### src/motion_irq_pkg.sv
package motion_irq_pkg;

  // Register offsets on the register port
  localparam logic [7:0] ADDR_TAP_THRESHOLD  = 8'h1D;
  localparam logic [7:0] ADDR_TAP_DURATION   = 8'h21;
  localparam logic [7:0] ADDR_TAP_LATENCY    = 8'h22;
  localparam logic [7:0] ADDR_TAP_WINDOW     = 8'h23;
  localparam logic [7:0] ADDR_ACT_THRESHOLD  = 8'h24;
  localparam logic [7:0] ADDR_AXIS_CONTROL   = 8'h27;
  localparam logic [7:0] ADDR_IRQ_ENABLE     = 8'h2E;
  localparam logic [7:0] ADDR_IRQ_PIN_SELECT = 8'h2F;
  localparam logic [7:0] ADDR_IRQ_CAUSE      = 8'h30;
  localparam logic [7:0] ADDR_FORMAT         = 8'h31;
  localparam logic [7:0] ADDR_X_LOW          = 8'h32;
  localparam logic [7:0] ADDR_X_HIGH         = 8'h33;
  localparam logic [7:0] ADDR_Y_LOW          = 8'h34;
  localparam logic [7:0] ADDR_Y_HIGH         = 8'h35;
  localparam logic [7:0] ADDR_Z_LOW          = 8'h36;
  localparam logic [7:0] ADDR_Z_HIGH         = 8'h37;

  // Source bit positions in enable, pin-select and cause registers
  localparam int BIT_DATA_READY = 7;
  localparam int BIT_SINGLE_TAP = 6;
  localparam int BIT_DOUBLE_TAP = 5;
  localparam int BIT_ACTIVITY   = 4;

  // Polarity bit of the format register
  localparam int BIT_INVERT = 5;

  // Axis participation bits of the axis control register
  localparam int BIT_ACT_X = 6;
  localparam int BIT_ACT_Y = 5;
  localparam int BIT_ACT_Z = 4;

  // Reset value of every writable register
  localparam logic [7:0] REG_RESET = 8'h00;

  // Magnitude bits compared against 8-bit thresholds
  localparam int LEVEL_LSB = 5;
  localparam int LEVEL_MSB = 12;

  // One acceleration sample, three signed axes
  typedef struct packed {
    logic [15:0] x;
    logic [15:0] y;
    logic [15:0] z;
  } sample_t;

  // Knock detector settings, all counts in sample periods
  typedef struct packed {
    logic [7:0] threshold;
    logic [7:0] duration;
    logic [7:0] latency;
    logic [7:0] window;
  } tap_cfg_t;

  // Saturated magnitude of one axis on the threshold scale
  function automatic logic [7:0] axis_level(input logic [15:0] s);
    logic [15:0] m;
    m = s[15] ? 16'(~s + 16'h0001) : s;
    if (m[15:LEVEL_MSB+1] != 3'h0) return 8'hFF;
    return m[LEVEL_MSB:LEVEL_LSB];
  endfunction

endpackage

### src/activity_detector.sv
`timescale 1ns/1ps
module activity_detector
  import motion_irq_pkg::*;
(
  // Clock and reset
  input  wire logic       clock,
  input  wire logic       rstn,
  // Sample stream
  input  wire logic       sample_tick,
  input  wire sample_t    sample,
  // Settings
  input  wire logic [7:0] threshold,
  input  wire logic [2:0] axis_enable,
  // Event pulse
  output logic            activity_q
);

  logic [15:0] axis [3];  // Axes as an array: z, y, x
  logic [2:0]  hit;       // Per-axis over-threshold
  logic        activity_d;

  assign axis[0] = sample.z;
  assign axis[1] = sample.y;
  assign axis[2] = sample.x;

  // Only participating axes may raise activity
  for (genvar i = 0; i < 3; i++) begin : g_axis
    assign hit[i] = axis_enable[i] && (axis_level(axis[i]) > threshold);
  end

  // Pulse once per qualifying sample
  always_comb begin
    activity_d = sample_tick && (|hit);
  end

  // Pulse register
  always_ff @(posedge clock or negedge rstn) begin
    if (!rstn) activity_q <= 1'b0;
    else activity_q <= activity_d;
  end

  // No activity without a participating axis
  property p_needs_axis;
    @(posedge clock) disable iff (!rstn)
    activity_q |-> $past(axis_enable) != 3'h0 && $past(sample_tick);
  endproperty
  a_needs_axis: assert property (p_needs_axis) else $error("activity without axis");

endmodule

### src/motion_interrupt_logic.sv
`timescale 1ns/1ps
module motion_interrupt_logic
  import motion_irq_pkg::*;
(
  // Clock and reset
  input  wire logic       clock,
  input  wire logic       rstn,
  // New acceleration sample
  input  wire logic       sample_tick,
  input  wire sample_t    sample_in,
  // Register port
  input  wire logic [7:0] reg_addr,
  input  wire logic       reg_wr,
  input  wire logic       reg_rd,
  input  wire logic [7:0] reg_wdata,
  output logic [7:0]      reg_rdata_q,
  // Interrupt pins, push-pull
  output logic            irq_out_a_q,
  output logic            irq_out_b_q
);

  // Writable settings
  logic [7:0] tap_threshold_q, tap_threshold_d;
  logic [7:0] tap_duration_limit_q, tap_duration_limit_d;
  logic [7:0] tap_latency_time_q, tap_latency_time_d;
  logic [7:0] tap_window_time_q, tap_window_time_d;
  logic [7:0] activity_threshold_q, activity_threshold_d;
  logic [7:0] motion_axis_control_q, motion_axis_control_d;
  logic [7:0] irq_enable_mask_q, irq_enable_mask_d;
  logic [7:0] irq_pin_select_q, irq_pin_select_d;
  logic [7:0] output_format_control_q, output_format_control_d;

  // Latched event flags, same layout as the cause register
  logic [7:0] irq_cause_q, irq_cause_d;

  // Held sample as the host reads it
  sample_t    sample_q, sample_d;

  // Read data and pin levels
  logic [7:0] reg_rdata_d;
  logic       irq_out_a_d;
  logic       irq_out_b_d;

  // Detector outputs
  logic       single_hit;
  logic       double_hit;
  logic       activity_hit;
  tap_cfg_t   tap_cfg;

  // Access strobes with side effects
  logic       rd_cause;
  logic       rd_last_sample;
  logic [7:0] active_sources;

  assign tap_cfg = '{threshold: tap_threshold_q, duration: tap_duration_limit_q,
                     latency: tap_latency_time_q, window: tap_window_time_q};

  // Knock detection shares the held settings
  tap_detector u_tap (
    .clock        (clock),
    .rstn         (rstn),
    .sample_tick  (sample_tick),
    .sample       (sample_in),
    .cfg          (tap_cfg),
    .single_tap_q (single_hit),
    .double_tap_q (double_hit)
  );

  // Activity detection on participating axes
  activity_detector u_act (
    .clock       (clock),
    .rstn        (rstn),
    .sample_tick (sample_tick),
    .sample      (sample_in),
    .threshold   (activity_threshold_q),
    .axis_enable ({motion_axis_control_q[BIT_ACT_X],
                   motion_axis_control_q[BIT_ACT_Y],
                   motion_axis_control_q[BIT_ACT_Z]}),
    .activity_q  (activity_hit)
  );

  // Reads that clear flags
  assign rd_cause       = reg_rd && (reg_addr == ADDR_IRQ_CAUSE);
  assign rd_last_sample = reg_rd && (reg_addr == ADDR_Z_HIGH);

  // Settings writes; sample and cause registers ignore writes
  always_comb begin
    tap_threshold_d         = tap_threshold_q;
    tap_duration_limit_d    = tap_duration_limit_q;
    tap_latency_time_d      = tap_latency_time_q;
    tap_window_time_d       = tap_window_time_q;
    activity_threshold_d    = activity_threshold_q;
    motion_axis_control_d   = motion_axis_control_q;
    irq_enable_mask_d       = irq_enable_mask_q;
    irq_pin_select_d        = irq_pin_select_q;
    output_format_control_d = output_format_control_q;
    if (reg_wr) begin
      unique case (reg_addr)
        ADDR_TAP_THRESHOLD:  tap_threshold_d = reg_wdata;
        ADDR_TAP_DURATION:   tap_duration_limit_d = reg_wdata;
        ADDR_TAP_LATENCY:    tap_latency_time_d = reg_wdata;
        ADDR_TAP_WINDOW:     tap_window_time_d = reg_wdata;
        ADDR_ACT_THRESHOLD:  activity_threshold_d = reg_wdata;
        ADDR_AXIS_CONTROL:   motion_axis_control_d = reg_wdata;
        ADDR_IRQ_ENABLE:     irq_enable_mask_d = reg_wdata;
        ADDR_IRQ_PIN_SELECT: irq_pin_select_d = reg_wdata;
        ADDR_FORMAT:         output_format_control_d = reg_wdata;
        default: ;
      endcase
    end
  end

  // Settings registers
  always_ff @(posedge clock or negedge rstn) begin
    if (!rstn) begin
      tap_threshold_q         <= REG_RESET;
      tap_duration_limit_q    <= REG_RESET;
      tap_latency_time_q      <= REG_RESET;
      tap_window_time_q       <= REG_RESET;
      activity_threshold_q    <= REG_RESET;
      motion_axis_control_q   <= REG_RESET;
      irq_enable_mask_q       <= REG_RESET;
      irq_pin_select_q        <= REG_RESET;
      output_format_control_q <= REG_RESET;
    end else begin
      tap_threshold_q         <= tap_threshold_d;
      tap_duration_limit_q    <= tap_duration_limit_d;
      tap_latency_time_q      <= tap_latency_time_d;
      tap_window_time_q       <= tap_window_time_d;
      activity_threshold_q    <= activity_threshold_d;
      motion_axis_control_q   <= motion_axis_control_d;
      irq_enable_mask_q       <= irq_enable_mask_d;
      irq_pin_select_q        <= irq_pin_select_d;
      output_format_control_q <= output_format_control_d;
    end
  end

  // Flags latch regardless of enable, so the cause register shows every
  // source; a new event in the clearing cycle wins over the clear
  always_comb begin
    sample_d    = sample_tick ? sample_in : sample_q;
    irq_cause_d = irq_cause_q;
    // Sample-ready stays until the last sample byte is read
    if (rd_last_sample) irq_cause_d[BIT_DATA_READY] = 1'b0;
    if (sample_tick) irq_cause_d[BIT_DATA_READY] = 1'b1;
    // Non-data flags clear on reading the cause register
    if (rd_cause) begin
      irq_cause_d[BIT_SINGLE_TAP] = 1'b0;
      irq_cause_d[BIT_DOUBLE_TAP] = 1'b0;
      irq_cause_d[BIT_ACTIVITY]   = 1'b0;
    end
    if (single_hit) irq_cause_d[BIT_SINGLE_TAP] = 1'b1;
    if (double_hit) irq_cause_d[BIT_DOUBLE_TAP] = 1'b1;
    if (activity_hit) irq_cause_d[BIT_ACTIVITY] = 1'b1;
  end

  // Flag and sample registers
  always_ff @(posedge clock or negedge rstn) begin
    if (!rstn) begin
      irq_cause_q <= REG_RESET;
      sample_q    <= '0;
    end else begin
      irq_cause_q <= irq_cause_d;
      sample_q    <= sample_d;
    end
  end

  // Read multiplexer; the cause read returns the value before clearing
  always_comb begin
    reg_rdata_d = reg_rdata_q;
    if (reg_rd) begin
      unique case (reg_addr)
        ADDR_TAP_THRESHOLD:  reg_rdata_d = tap_threshold_q;
        ADDR_TAP_DURATION:   reg_rdata_d = tap_duration_limit_q;
        ADDR_TAP_LATENCY:    reg_rdata_d = tap_latency_time_q;
        ADDR_TAP_WINDOW:     reg_rdata_d = tap_window_time_q;
        ADDR_ACT_THRESHOLD:  reg_rdata_d = activity_threshold_q;
        ADDR_AXIS_CONTROL:   reg_rdata_d = motion_axis_control_q;
        ADDR_IRQ_ENABLE:     reg_rdata_d = irq_enable_mask_q;
        ADDR_IRQ_PIN_SELECT: reg_rdata_d = irq_pin_select_q;
        ADDR_IRQ_CAUSE:      reg_rdata_d = irq_cause_q;
        ADDR_FORMAT:         reg_rdata_d = output_format_control_q;
        ADDR_X_LOW:          reg_rdata_d = sample_q.x[7:0];
        ADDR_X_HIGH:         reg_rdata_d = sample_q.x[15:8];
        ADDR_Y_LOW:          reg_rdata_d = sample_q.y[7:0];
        ADDR_Y_HIGH:         reg_rdata_d = sample_q.y[15:8];
        ADDR_Z_LOW:          reg_rdata_d = sample_q.z[7:0];
        ADDR_Z_HIGH:         reg_rdata_d = sample_q.z[15:8];
        default:             reg_rdata_d = 8'h00;
      endcase
    end
  end

  // Sources that pass their enable; every one may run at once
  assign active_sources = irq_cause_q & irq_enable_mask_q;

  // Pin levels: pin-select 0 routes to a, 1 to b, polarity applied last
  always_comb begin
    irq_out_a_d = (|(active_sources & ~irq_pin_select_q))
                  ^ output_format_control_q[BIT_INVERT];
    irq_out_b_d = (|(active_sources & irq_pin_select_q))
                  ^ output_format_control_q[BIT_INVERT];
  end

  // Output registers; reset leaves both pins idle low (active high)
  always_ff @(posedge clock or negedge rstn) begin
    if (!rstn) begin
      reg_rdata_q <= 8'h00;
      irq_out_a_q <= 1'b0;
      irq_out_b_q <= 1'b0;
    end else begin
      reg_rdata_q <= reg_rdata_d;
      irq_out_a_q <= irq_out_a_d;
      irq_out_b_q <= irq_out_b_d;
    end
  end

  // Pin a follows mapped, enabled flags one cycle later
  property p_pin_a_level;
    @(posedge clock) disable iff (!rstn)
    ##1 irq_out_a_q == ($past(|(irq_cause_q & irq_enable_mask_q & ~irq_pin_select_q))
                        ^ $past(output_format_control_q[BIT_INVERT]));
  endproperty
  a_pin_a_level: assert property (p_pin_a_level) else $error("pin a level wrong");

  // Pin b follows mapped, enabled flags one cycle later
  property p_pin_b_level;
    @(posedge clock) disable iff (!rstn)
    ##1 irq_out_b_q == ($past(|(irq_cause_q & irq_enable_mask_q & irq_pin_select_q))
                        ^ $past(output_format_control_q[BIT_INVERT]));
  endproperty
  a_pin_b_level: assert property (p_pin_b_level) else $error("pin b level wrong");

  // With nothing enabled and normal polarity both pins stay low
  property p_disabled_quiet;
    @(posedge clock) disable iff (!rstn)
    (irq_enable_mask_q == 8'h00 && !output_format_control_q[BIT_INVERT])
      |=> (!irq_out_a_q && !irq_out_b_q);
  endproperty
  a_disabled_quiet: assert property (p_disabled_quiet) else $error("pin set while disabled");

  // Inverted polarity idles both pins high
  property p_inverted_idle;
    @(posedge clock) disable iff (!rstn)
    (output_format_control_q[BIT_INVERT] && active_sources == 8'h00)
      |=> (irq_out_a_q && irq_out_b_q);
  endproperty
  a_inverted_idle: assert property (p_inverted_idle) else $error("inverted idle wrong");

  // Reading the cause register clears non-data flags unless a new event lands
  property p_cause_clear;
    @(posedge clock) disable iff (!rstn)
    (rd_cause && !single_hit && !double_hit && !activity_hit)
      |=> irq_cause_q[BIT_SINGLE_TAP:BIT_ACTIVITY] == 3'h0;
  endproperty
  a_cause_clear: assert property (p_cause_clear) else $error("cause not cleared");

  // The single-knock flag holds until the cause register is read
  property p_flag_latched;
    @(posedge clock) disable iff (!rstn)
    (irq_cause_q[BIT_SINGLE_TAP] && !rd_cause) |=> irq_cause_q[BIT_SINGLE_TAP];
  endproperty
  a_flag_latched: assert property (p_flag_latched) else $error("flag lost");

  // A new sample raises sample-ready, visible on the next cycle
  property p_ready_set;
    @(posedge clock) disable iff (!rstn)
    sample_tick |=> irq_cause_q[BIT_DATA_READY];
  endproperty
  a_ready_set: assert property (p_ready_set) else $error("sample ready not set");

  // Reading the last sample byte clears sample-ready if no new sample came
  property p_ready_clear;
    @(posedge clock) disable iff (!rstn)
    (rd_last_sample && !sample_tick) |=> !irq_cause_q[BIT_DATA_READY];
  endproperty
  a_ready_clear: assert property (p_ready_clear) else $error("sample ready stuck");

endmodule

### src/tap_detector.sv
`timescale 1ns/1ps
module tap_detector
  import motion_irq_pkg::*;
(
  // Clock and reset
  input  wire logic     clock,
  input  wire logic     rstn,
  // Sample stream
  input  wire logic     sample_tick,
  input  wire sample_t  sample,
  // Settings
  input  wire tap_cfg_t cfg,
  // Event pulses
  output logic          single_tap_q,
  output logic          double_tap_q
);

  // Gray-coded along idle, first, latency, window, second
  typedef enum logic [2:0] {
    ST_IDLE   = 3'h0,
    ST_FIRST  = 3'h1,
    ST_LATENT = 3'h3,
    ST_WINDOW = 3'h2,
    ST_SECOND = 3'h6,
    ST_REJECT = 3'h7
  } tap_state_t;

  tap_state_t state_q, state_d;  // Knock sequence state
  logic [7:0] cnt_q, cnt_d;      // Sample count in current phase
  logic       single_d;          // Next single pulse
  logic       double_d;          // Next double pulse
  logic       over;              // Any axis above knock threshold

  // Sequence decisions, taken only on a new sample
  always_comb begin
    over     = (axis_level(sample.x) > cfg.threshold) ||
               (axis_level(sample.y) > cfg.threshold) ||
               (axis_level(sample.z) > cfg.threshold);
    state_d  = state_q;
    cnt_d    = cnt_q;
    single_d = 1'b0;
    double_d = 1'b0;
    if (sample_tick) begin
      unique case (state_q)
        ST_IDLE: begin
          // Excursion starts
          if (over) begin
            state_d = ST_FIRST;
            cnt_d   = 8'h01;
          end
        end
        ST_FIRST: begin
          if (over) begin
            // Too long an excursion is no knock
            if (cnt_q >= cfg.duration) state_d = ST_REJECT;
            else cnt_d = 8'(cnt_q + 8'h01);
          end else if (cnt_q < cfg.duration) begin
            single_d = 1'b1;
            state_d  = ST_LATENT;
            cnt_d    = 8'h00;
          end else begin
            // Excursion reached the limit on its last sample: no knock
            state_d = ST_IDLE;
          end
        end
        ST_LATENT: begin
          // Excursions inside the latency are ignored
          if (cnt_q >= cfg.latency) begin
            state_d = ST_WINDOW;
            cnt_d   = 8'h00;
          end else begin
            cnt_d = 8'(cnt_q + 8'h01);
          end
        end
        ST_WINDOW: begin
          if (over) begin
            state_d = ST_SECOND;
            cnt_d   = 8'h01;
          end else if (cnt_q >= cfg.window) begin
            state_d = ST_IDLE;
          end else begin
            cnt_d = 8'(cnt_q + 8'h01);
          end
        end
        ST_SECOND: begin
          if (over) begin
            if (cnt_q >= cfg.duration) state_d = ST_REJECT;
            else cnt_d = 8'(cnt_q + 8'h01);
          end else begin
            // Second excursion must also stay below the limit
            double_d = (cnt_q < cfg.duration);
            state_d  = ST_IDLE;
          end
        end
        ST_REJECT: begin
          // Wait for the overlong excursion to end
          if (!over) state_d = ST_IDLE;
        end
        default: state_d = ST_IDLE;
      endcase
    end
  end

  // State registers
  always_ff @(posedge clock or negedge rstn) begin
    if (!rstn) begin
      state_q      <= ST_IDLE;
      cnt_q        <= 8'h00;
      single_tap_q <= 1'b0;
      double_tap_q <= 1'b0;
    end else begin
      state_q      <= state_d;
      cnt_q        <= cnt_d;
      single_tap_q <= single_d;
      double_tap_q <= double_d;
    end
  end

  // A single knock only follows a short first excursion that just ended
  property p_single_short;
    @(posedge clock) disable iff (!rstn)
    single_tap_q |-> $past(state_q) == ST_FIRST && $past(cnt_q) < $past(cfg.duration);
  endproperty
  a_single_short: assert property (p_single_short) else $error("single knock too long");

  // A double knock ends a second excursion and returns to idle
  property p_double_ends;
    @(posedge clock) disable iff (!rstn)
    double_tap_q |-> $past(state_q) == ST_SECOND && state_q == ST_IDLE && !single_tap_q;
  endproperty
  a_double_ends: assert property (p_double_ends) else $error("double knock out of order");

endmodule

### config.mk
export PLATFORM = sky130hd
export DESIGN_NAME = motion_interrupt_logic
export DESIGN_NICKNAME = d
export VERILOG_FILES = /design/src/motion_irq_pkg.sv /design/src/activity_detector.sv /design/src/motion_interrupt_logic.sv /design/src/tap_detector.sv
export SDC_FILE = /design/constraint.sdc
export NUM_CORES = 1
export LEC_CHECK = 0
export BUFFER_PORTS_ARGS = -buffer_cell sky130_fd_sc_hd__buf_2
export CORE_UTILIZATION = 55
export CTS_CLUSTER_SIZE = 30
export DETAILED_ROUTE_END_ITERATION = 6
export PLACE_DENSITY = 0.85
export SYNTH_ARGS = -nofsm -noshare
export SYNTH_HDL_FRONTEND = slang
export SYNTH_HIERARCHICAL = 1
export SYNTH_SLANG_ARGS = --single-unit
### constraint.sdc
create_clock -name clock -period 3.1 [get_ports clock]
set_input_delay 0.155 -clock clock [delete_from_list [all_inputs] [get_ports clock]]
set_output_delay 0.155 -clock clock [all_outputs]
set_load 0.02 [all_outputs]
# Word level (Yosys, flattened, before mapping)
# Cells that the tools add are included.
[totals] output_inout_bits=10 word_cells=151 input_bits=69 ramBits=0 regBits=148 mem_bits_ro=0 n_memories=0 latchBits=0
[classes] magnitude_cmp=10 add_sub_neg=4 shifts=0 reduce_logical=31 mul=0 bitwise_logic=9 div_mod_pow=0 muxes=45 eq_ne=28
[ops] operator="$pmux W8 S16" n=1
[ops] operator="$eq A8 B6 Y1 const B" n=15
[ops] operator="$mux W8" n=14
[ops] operator="$add A16 B1 Y16 const B" n=3
[ops] operator="$gt A8 B8 Y1" n=6
[ops] operator="$mux W16" n=3
[ops] operator="$not A16 Y16" n=3
[ops] operator="$pmux W8 S5" n=1
[ops] operator="$mux W3" n=9
[ops] operator="$and A8 B8 Y8" n=3
[ops] operator="$ge A8 B8 Y1" n=3
[ops] operator="$pmux W3 S6" n=1
[ops] operator="$reduce_and A2 Y1" n=9
[ops] operator="$reduce_or A8 Y1" n=2
[ops] operator="$mux W1" n=15
[ops] operator="$reduce_bool A3 Y1" n=3
[ops] operator="$add A8 B1 Y8 const B" n=1
[ops] operator="$eq A8 B5 Y1 const B" n=1
[ops] operator="$lt A8 B8 Y1" n=1
[ops] operator="$not A8 Y8" n=1
[ops] operator="$reduce_bool A2 Y1" n=4
[ops] operator="$eq A3 B2 Y1 const B" n=2
[ops] operator="$eq A3 B3 Y1 const B" n=2
[ops] operator="$logic_and A1 B1 Y1" n=6
[ops] operator="other kinds (13)" n=18

# Depth between registers and ports, before layout
# Gate-level depths: netlist of the first run.
[logic_depth] word_depth=12 mapped_depth=18 depth_no_buf=17

# Cells and area by module
# The synthesis of the first run kept the hierarchy.
[by_module_without_submodules] mod="motion_interrupt_logic" area_each_um2=6478.7 cells_each=508 seq_area_each_um2=3353.2 n_inst=1
[by_module_without_submodules] mod="tap_detector" area_each_um2=2776.4 cells_each=359 seq_area_each_um2=325.3 n_inst=1
[by_module_without_submodules] mod="activity_detector" area_each_um2=1244.9 cells_each=181 seq_area_each_um2=25.0 n_inst=1

# Worst setup path before layout of the first run
# No wires, ideal clock.
[synth_timing] path_kind="input-to-reg" start="in sample_in[19] (netlist name)" end="reg u_tap.cnt_q[2]" n_path_buf=0 t_arrival_ns=3.043 setup_time_ns=0.082 stages=15 t_required_ns=3.018 path_slack_ns=-0.025 path_cell_list="nor3_1 -> and4bb_2 -> nand2b_1 -> o31ai_2 -> nand2_1 -> a21oi_1 -> xor2_1 -> nand2_1 -> ha_1 -> nand4_2 -> o31a_2 -> and3_4 -> o221ai_4 -> nand3b_4 -> o22ai_1"
[synth_between] elab_chain_cells=11 word_cells_on_any_way=17 cone_classes="add/sub (1); order compare (1); eq/ne (4); mux (6); bitwise (1); reduce/logical (4)"
[synth_rtl] element="start, declared" line="motion_interrupt_logic.sv:10" source="input wire sample_t sample_in,"
[synth_rtl] element="$not A16 Y16 (*)" line="motion_irq_pkg.sv:60" source="m = s[15] ? 16'(~s + 16'h0001) : s;"
[synth_rtl] element="$add A16 B1 Y16 (*)" line="motion_irq_pkg.sv:60"
[synth_rtl] element="$mux W16 (*)" line="motion_irq_pkg.sv:60"
[synth_rtl] element="$reduce_bool A3 Y1" line="motion_irq_pkg.sv:61" source="if (m[15:LEVEL_MSB+1] != 3'h0) return 8'hFF;"
[synth_rtl] element="$mux W1" line="motion_irq_pkg.sv:61"
[synth_rtl] element="$mux W8 (*)" line="motion_irq_pkg.sv:62" source="return m[LEVEL_MSB:LEVEL_LSB];"
[synth_rtl] element="$gt A8 B8 Y1 (*)" line="tap_detector.sv:37" source="(axis_level(sample.y) > cfg.threshold) ||"
[synth_rtl] element="$logic_or A1 B1 Y1 (*)" line="tap_detector.sv:36" source="over = (axis_level(sample.x) > cfg.threshold) ||"
[synth_rtl] element="$logic_or A1 B1 Y1 (*)" line="tap_detector.sv:37"
[synth_rtl] element="$ne A3 B2 Y1 (no line), or another cell as far along"
[synth_rtl] element="$reduce_and A6 Y1 (no line) or $pmux W8 S5 (tied branches)"
[synth_rtl] element="end signal, assigned" line="tap_detector.sv:113" source="cnt_q <= cnt_d;"
[synth_rtl] element="end, declared" line="tap_detector.sv:29" source="logic [7:0] cnt_q, cnt_d;"
# Mark *: on every way between the ends. The rest lies on a longest branch, timed or not.
# A chain may end at the register's enable or synchronous reset.

# Worst setup path in the final report of the first run
[layout_timing] start="in sample_in[3] (netlist name)" end="reg u_tap.cnt_q[2]"
[layout_between] elab_chain_cells=10 word_cells_on_any_way=16 cone_classes="add/sub (1); order compare (1); eq/ne (4); mux (6); bitwise (1); reduce/logical (3)"
[layout_rtl] element="$not A16 Y16 (*)" line="motion_irq_pkg.sv:60"
[layout_rtl] element="$add A16 B1 Y16 (*)" line="motion_irq_pkg.sv:60"
[layout_rtl] element="$mux W16 (*)" line="motion_irq_pkg.sv:60"
[layout_rtl] element="$reduce_bool A3 Y1" line="motion_irq_pkg.sv:61"
[layout_rtl] element="$mux W1" line="motion_irq_pkg.sv:61"
[layout_rtl] element="$mux W8 (*)" line="motion_irq_pkg.sv:62"
[layout_rtl] element="$gt A8 B8 Y1 (*)" line="tap_detector.sv:38" source="(axis_level(sample.z) > cfg.threshold);"
[layout_rtl] element="$logic_or A1 B1 Y1 (*)" line="tap_detector.sv:37"
[layout_rtl] element="$ne A3 B2 Y1 (no line), or another cell as far along"
[layout_rtl] element="$reduce_and A6 Y1 (no line) or $pmux W8 S5 (tied branches)"
# Marked as above.

==> flow_summary.yaml, run 1 <==
run_status:
  status: "finished, violations left"
  violations: "setup timing"
timing:
  clock_skew_ns: 0.00672
  fin_crit_sh_pct: 109
  layout_setup_ws_ns: -0.287
  whs_ns: 0.0584
  slew_viol_final: 0
  max_freq_mhz: 295
  min_period_ns: 3.39
  slew-limit-headroom_pct: 55.2
  finalSetupViolations: 13
  hold_viol: 0
  rsz0062_at_grt: "yes"
  worst_slew_pin_slew_ns: 0.670
synthesis:
  yosys-top-cells-area: "dfrtp_1, mux2_2, ha_1"
  synth-simple-area-share_pct: 17.4
  postSynthCellCount: 1048
  synth_top_family_by_area: "simple AND/OR/NAND/NOR gates"
  yosys_warnings: 6
  netlist_area_mm2: 0.0105
  synth-edff-count: 0
  ys.flop_type: "dfrtp_1"
  netlist.area_leader.share_pct: 35.3
  synthAdderAreaFrac_pct: 8.70
  async_flop_share_pct: 100
  yosysUniqueCellTypes: 96
  synth-compound-area-share_pct: 16.1
  synthMuxAreaShare_pct: 15.6
  yosysSeqAreaShare_pct: 35.3
  yosysTopAreaCell: "dfrtp_1"
  syn_area_per_cell_um2: 10.0
  synth_seq_cells: 148
  synthXorXnorAreaFrac_pct: 3.41
  syn_nets: 1190
critical_path:
  rr_endpoint: "u_tap/cnt_q[2]$_DFFE_PN0P_"
  reg2reg_slack_ns: 0.15
  worstPathMaxFanout: 6
  cp.required_ns: 3.46
  cpMaxStageDelayCell: "ha_4"
  endpoint_kind: "register"
  setup.worst_path.start_class: "primary input"
  slowest_delay_ns: 0.33
  cp.arrival_ns: 3.75
  path_class: "primary input to register"
  crit_top_cell: "nor4_4"
  r2r_cells: 11
  crit_chain: "buf_8 -> nor4_4 -> nor4b_4 -> nand2b_2 -> nor4_4 -> nand2b_1 -> buf_4 -> nand2_2 -> xor2_1 -> nand2_1 -> ha_4 -> nand4_1 -> a21oi_2 -> o21ai_4 -> buf_12 -> a32oi_4 -> o21ai_2 -> buf_6 -> nand3b_4 -> o22ai_2"
  rr_startpoint: "u_tap/cnt_q[0]$_DFFE_PN0P_"
worst_hold_path:
  hold_class: "primary input to register"
  min_delay_path_depth: 3
  hold_start: "sample_in[4]"
  whs_endpoint: "sample_q[4]$_DFFE_PN0P_"
pwr:
  powerDensity_mw_per_mm2: 511
  p_leak_nw: 5.52
  ir_drop_uv: 454
clocking:
  cts_tree: "yes"
  cts_max_level: 4
  clockRootBuffer: "clkbuf_16"
  cts.sinks: 148
  numCtsBuffers: 17
  path_clk_slew_ns: 0.06
  clock_path_buffers: 2
  clk_latency_ns: 0.43
die:
  row_count: 50
  initial_utilization_pct: 56.1
  die_h_um: 140
  die_area_mm2: 0.0196
  num_io_pins: 79
  die_x_um: 140
  fp.coreArea_mm2: 0.0187
cells_and_area:
  drive_above_1_share_pct: 31.9
  nets: 1319
  layoutNonFillerInstCount: 1424
  antenna_cells: 0
  area_growth_pct: 18.5
global_route:
  antenna_found_initial: 0
  grt.overflow.total: 0
  grt_pass1_wl_um: 51400
  grt_pass1_vias: 9369
  grt_max_degree: 70
  grt_usage_pct: 34.4
job:
  cap_violations: 0
placement:
  port_buffers: 78
  place.gp.congestion: 0.971
  dp.cells: 1384
  place_hpwl_um: 23200
route:
  drt_iter0_drc: 1253
  drc: 0
  wl_um: 33600
  avgRoutedWirePerCell_um: 23.6
  drt-pass1-iter-count: 7
  num_vias: 9573
  viasPerCell: 6.72
  final_antenna_net_count: 0
## repair_timing
| item | CTS | global route |
|---|---|---|
| setup buffers | 3 | 3 |
| endpoints found under the hold margin | 47 | 0 |
| setup endpoints to repair | 11 | 13 |
| hold buffers | 1 | 0 |
| resized for setup | 15 | 25 |
| cloned | 0 | 1 |
| pin swaps | 6 | 14 |
## cell usage after synthesis (all sizes together), types with 4 or more instances
cell	n
dfrtp	148
mux2	126
nand2	108
ha	73
o21ai	58
a21oi	50
inv	50
nor2	46
xor2	36
nand3	35
buf	22
nand4	18
clkbuf	17
nor2b	16
and3	15
mux2i	15
nor4	13
o31ai	13
a311oi	11
and2	11
nand2b	11
o211ai	11
o22ai	11
nor3	10
a211oi	7
a31oi	7
a21o	6
a32o	6
nand3b	6
or3	6
a22oi	5
nor3b	5
or4	5
a22o	4
o21a	4
xnor2	4
## cell usage in the layout (no fill, tap or decap), types with 36 or more instances in the layout
master	netlist	routed
dfrtp_1	148	148
mux2_2	126	126
nand2_1	106	104
buf_2	13	75
ha_1	73	70
buf_4	3	66
inv_1	50	50
a21oi_1	49	47
o21ai_0	47	44
nor2_1	41	41
xor2_1	36	36
## cell families after synthesis
family	Yosys count
flip-flops	148
buffers and inverters	89
XOR/XNOR	40
AO/OA/AOI/OAI	233
adder cells (fa/ha/maj)	73
multiplexers	144
AND/OR/NAND/NOR	321
## state kept, by name, indices dropped and copies added (netlist names), 3 cells and up
name	count
sample_q	48
activity_threshold_q	8
irq_enable_mask_q	8
irq_pin_select_q	8
motion_axis_control_q	8
output_format_control_q	8
reg_rdata_q	8
tap_duration_limit_q	8
tap_latency_time_q	8
tap_threshold_q	8
tap_window_time_q	8
u_tap/cnt_q	8
irq_cause_q	4
u_tap/state_q	3
## per-stage QoR
stage / total power [mW] / cell area [um2] / setup TNS (ns) / utilization (%) / worst slack [ns]
finish: 6.36 / 12400 / -2.72 / 66.5 / -0.287
global route: 6.57 / 12400 / -3.08 / 66.5 / -0.315
CTS: 6.19 / 12300 / -0.000966 / 65.6 / -0.000966
detailed placement: 3.85 / 11500 / -5.72 / 61.5 / -0.516
global placement: 3.79 / 11500 / -3.93 / 61.5 / -0.358
floorplan: 3.31 / 10500 / 0 / - / 0.0212
## power by group
part / switching [mW] / total [mW] / leakage (nW) / internal, mW
clock network: 0.859 / 2.33 / 0.317 / 1.47
registers: 0.224 / 2.31 / 1.92 / 2.09
logic: 1.01 / 1.71 / 3.29 / 0.705
## final cells by class
type                            count  area, um2
Tap cell                          234        293
Clock inverter                     12        201
Multi-Input combinational cell    811       6620
Timing Repair Buffer              149        981
Fill cell                        1361       6260
Inverter                           50        188
Clock buffer                       20        457
Sequential cell                   148       3700
## critical path, delay by kind of cell
family                   cells  cell delay [ns]
XOR/XNOR                     1             0.18
AND/OR/NAND/NOR              9             1.60
AO/OA/AOI/OAI                5             0.87
buffers and inverters        4             0.59
adder cells (fa/ha/maj)      1             0.33
## how the worst max path moves through the flow
stage                     slack [ns]                    endpoint     startpoint
after floorplan                 0.02  u_tap/cnt_q[2]$_DFFE_PN0P_  sample_in[19]
after global placement         -0.36  u_tap/cnt_q[2]$_DFFE_PN0P_   sample_in[3]
after detailed placement       -0.52  u_tap/cnt_q[3]$_DFFE_PN0P_   sample_in[3]
after CTS                     -0.001  u_tap/cnt_q[3]$_DFFE_PN0P_   sample_in[3]
after global routing           -0.31  u_tap/cnt_q[5]$_DFFE_PN0P_   sample_in[3]
final                          -0.29  u_tap/cnt_q[2]$_DFFE_PN0P_   sample_in[3]
## layer usage
metal	GRT usage [%]	wire [um]	share of wire (%)	vias to the layer above
li1	-	-	-	4164
met1	43.9	13100	39	4576
met2	54.1	15200	45	670
met3	8.89	3580	11	163
met4	17.5	1760	5.2	0
met5	0	0	0	-
No activity file was read; power rests on OpenSTA's default activity.
==> inputs of run 2 (changes only) <==
--- a/config.mk
+++ b/config.mk
@@ -6,10 +6,13 @@
 export NUM_CORES = 1
 export LEC_CHECK = 0
 export BUFFER_PORTS_ARGS = -buffer_cell sky130_fd_sc_hd__buf_2
-export CORE_UTILIZATION = 55
+export CELL_PAD_IN_SITES_DETAIL_PLACEMENT = 1
+export CELL_PAD_IN_SITES_GLOBAL_PLACEMENT = 2
+export CORE_UTILIZATION = 40
 export CTS_CLUSTER_SIZE = 30
 export DETAILED_ROUTE_END_ITERATION = 6
-export PLACE_DENSITY = 0.85
+export GPL_TIMING_DRIVEN = 0
+export PLACE_DENSITY = 0.92
 export SYNTH_ARGS = -nofsm -noshare
 export SYNTH_HDL_FRONTEND = slang
 export SYNTH_HIERARCHICAL = 1
==> flow_summary.yaml, run 2 (same netlist as run 1, synthesis figures left out) <==
timing:
  hold_viol: 0
  slew-limit-headroom_pct: 46.1
  min_period_ns: 3.36
  rsz0062_at_grt: "yes"
  finalSetupViolations: 13
  slew_viol_final: 0
  whs_ns: 0.0292
  worst_slew_pin_slew_ns: 0.808
  layout_setup_ws_ns: -0.261
  fin_crit_sh_pct: 108
  clock_skew_ns: 0.00990
  setup_tns_ns: -2.07
  max_freq_mhz: 298
cells_and_area:
  largest_reg_flops: 48
  utilization_pct: 49.1
  nets: 1312
  top_register: "sample_q"
  area_growth_pct: 19.0
  final_area_mm2: 0.0125
  drive_above_1_share_pct: 30.1
  mostFrequentLayoutCells: "dfrtp_1, mux2_2, nand2_1"
  antenna_cells: 0
  final_common_cell: "dfrtp_1"
die:
  row_count: 58
  die_h_um: 164
  die_x_um: 164
  die_area_mm2: 0.0269
  initial_utilization_pct: 41.2
  fp.coreArea_mm2: 0.0255
  num_io_pins: 79
clocking:
  clock_path_buffers: 2
  clockRootBuffer: "clkbuf_16"
  cts_tree: "yes"
  cts_max_level: 4
  cts.sinks: 148
  numCtsBuffers: 17
  path_clk_slew_ns: 0.06
  clk_latency_ns: 0.44
route:
  drc: 0
  final_antenna_net_count: 0
  avgRoutedWirePerCell_um: 25.5
  num_vias: 9408
  wl_um: 38600
  drt-pass1-iter-count: 5
  drt_iter0_drc: 706
  viasPerCell: 6.22
global_route:
  grt_pass1_wl_um: 58000
  grt_usage_pct: 29.1
  antenna_found_initial: 0
  grt_max_degree: 97
  grt.overflow.total: 0
  grt_pass1_vias: 9741
job:
  cap_violations: 0
critical_path:
  slowest_delay_ns: 0.36
  crit_chain: "buf_8 -> nor4_4 -> nor4b_4 -> nand2b_4 -> nor4_4 -> nand2b_1 -> buf_4 -> nand2_1 -> xor2_2 -> nand2_2 -> ha_4 -> nand4_1 -> or2_1 -> o21ai_4 -> nand3_4 -> buf_4 -> buf_6 -> a211o_1 -> a22o_1"
  setup.worst_path.start_class: "primary input"
  cpMaxStageDelayCell: "nor4b_4"
  cp.required_ns: 3.42
  endpoint_kind: "register"
  critPathTopFamily: "simple AND/OR/NAND/NOR gates"
  path_class: "primary input to register"
  cp.arrival_ns: 3.68
  worstPathMaxFanout: 5
  rr_startpoint: "u_tap/cnt_q[0]$_DFFE_PN0P_"
  crit_buf_inv: 4
  cp-startpoint: "sample_in[3]"
pwr:
  intPower_mw: 4.28
  ir_drop_uv: 443
  pwr-share-comb_pct: 27.6
  pwr-share-clk_pct: 36.8
  powerDensity_mw_per_mm2: 516
  pwr-share-seq_pct: 35.6
  p_leak_nw: 5.43
  p_sw_share_pct: 33.6
  power_switching_mw: 2.17
placement:
  port_buffers: 77
  place_hpwl_um: 27100
  place.gp.congestion: 0.888
  place_area_mm2: 0.0114
worst_hold_path:
  hold_class: "primary input to register"
  hold_start: "sample_in[2]"
run_status:
  status: "finished, violations left"
  violations: "setup timing"
==> run 2: changes by cell type in the layout (fill, tap and decap cells not counted), sizes merged <==
cell,change
buf,-31
clkbuf,+17
dlygate4sd3,+7
==> run 2: power groups by stage <==
stage / sequential (mW) / clock, mW / combinational (mW)
floorplan: 2.22 / 0 / 1.08
global placement: 2.30 / 0 / 1.52
detailed placement: 2.30 / 0 / 1.58
CTS: 2.28 / 2.38 / 1.68
global route: 2.31 / 2.45 / 1.94
finish: 2.29 / 2.37 / 1.78
==> run 2: stage by stage <==
step	worst slack, ns	power (mW)	instances
6_report	-0.261	6.45	1513
5_1_grt	-0.390	6.70	1513
4_1_cts	-0.0176	6.34	1509
3_5_place_dp	-0.721	3.88	1456
3_3_place_gp	-0.635	3.82	1455
2_1_floorplan	0.0212	3.31	1048
==> run 2: final timing paths <==
check | to | cells after the start | slack [ns]
setup / recovery | u_tap/state_q[1]$_DFFE_PN0P_ | 19 | -0.26
hold / removal | sample_q[2]$_DFFE_PN0P_ | 2 | 0.03
setup reg to reg | u_tap/cnt_q[1]$_DFFE_PN0P_ | 11 | 0.25
hold reg to reg | irq_cause_q[5]$_DFFE_PN0P_ | 1 | 0.48
max in group asynchronous | sample_q[1]$_DFFE_PN0P_ | 3 | 1.98
min in group asynchronous | u_tap/cnt_q[6]$_DFFE_PN0P_ | 2 | 0.24
==> run 2: repair_timing <==
action                                 4_1_cts  5_1_grt
setup endpoints to repair                   13       13
buffers inserted                            13        5
hold buffers                                 8        0
pin swaps                                   10        9
gates resized for setup                     32       22
endpoints found under the hold margin       59        0
==> run 2: cell type report <==
| type | count | area (um2) |
|---|---|---|
| fillers | 2840 | 13000 |
| flip-flops and latches | 148 | 3700 |
| repair buffers | 103 | 654 |
| well taps | 330 | 413 |
| multi-input cells | 811 | 6680 |
| inverters | 50 | 188 |
| plain buffers | 39 | 199 |
| clock inverters | 12 | 201 |
| clock buffers | 20 | 457 |
==> run 2: layer usage <==
| metal | routed length [um] | part of all wire [%] | up-vias | track usage, % |
|---|---|---|---|---|
| met5 | 0 | 0 | - | 0 |
| met4 | 1500 | 3.9 | 0 | 10.9 |
| met3 | 2590 | 6.7 | 90 | 4.95 |
| met2 | 18100 | 47 | 380 | 47.3 |
| met1 | 16400 | 43 | 4803 | 38.8 |
| li1 | - | - | 4135 | - |
==> run 2: worst reg2reg max path, delay by kind of cell, from the launching register on <==
kind,cells,cell delay (ns)
AOI/OAI and AO/OA,7,1.36
DFF,1,0.52
buffers and inverters,2,0.38
adders and majority gates,1,0.31
and+or+nand+nor,1,0.16
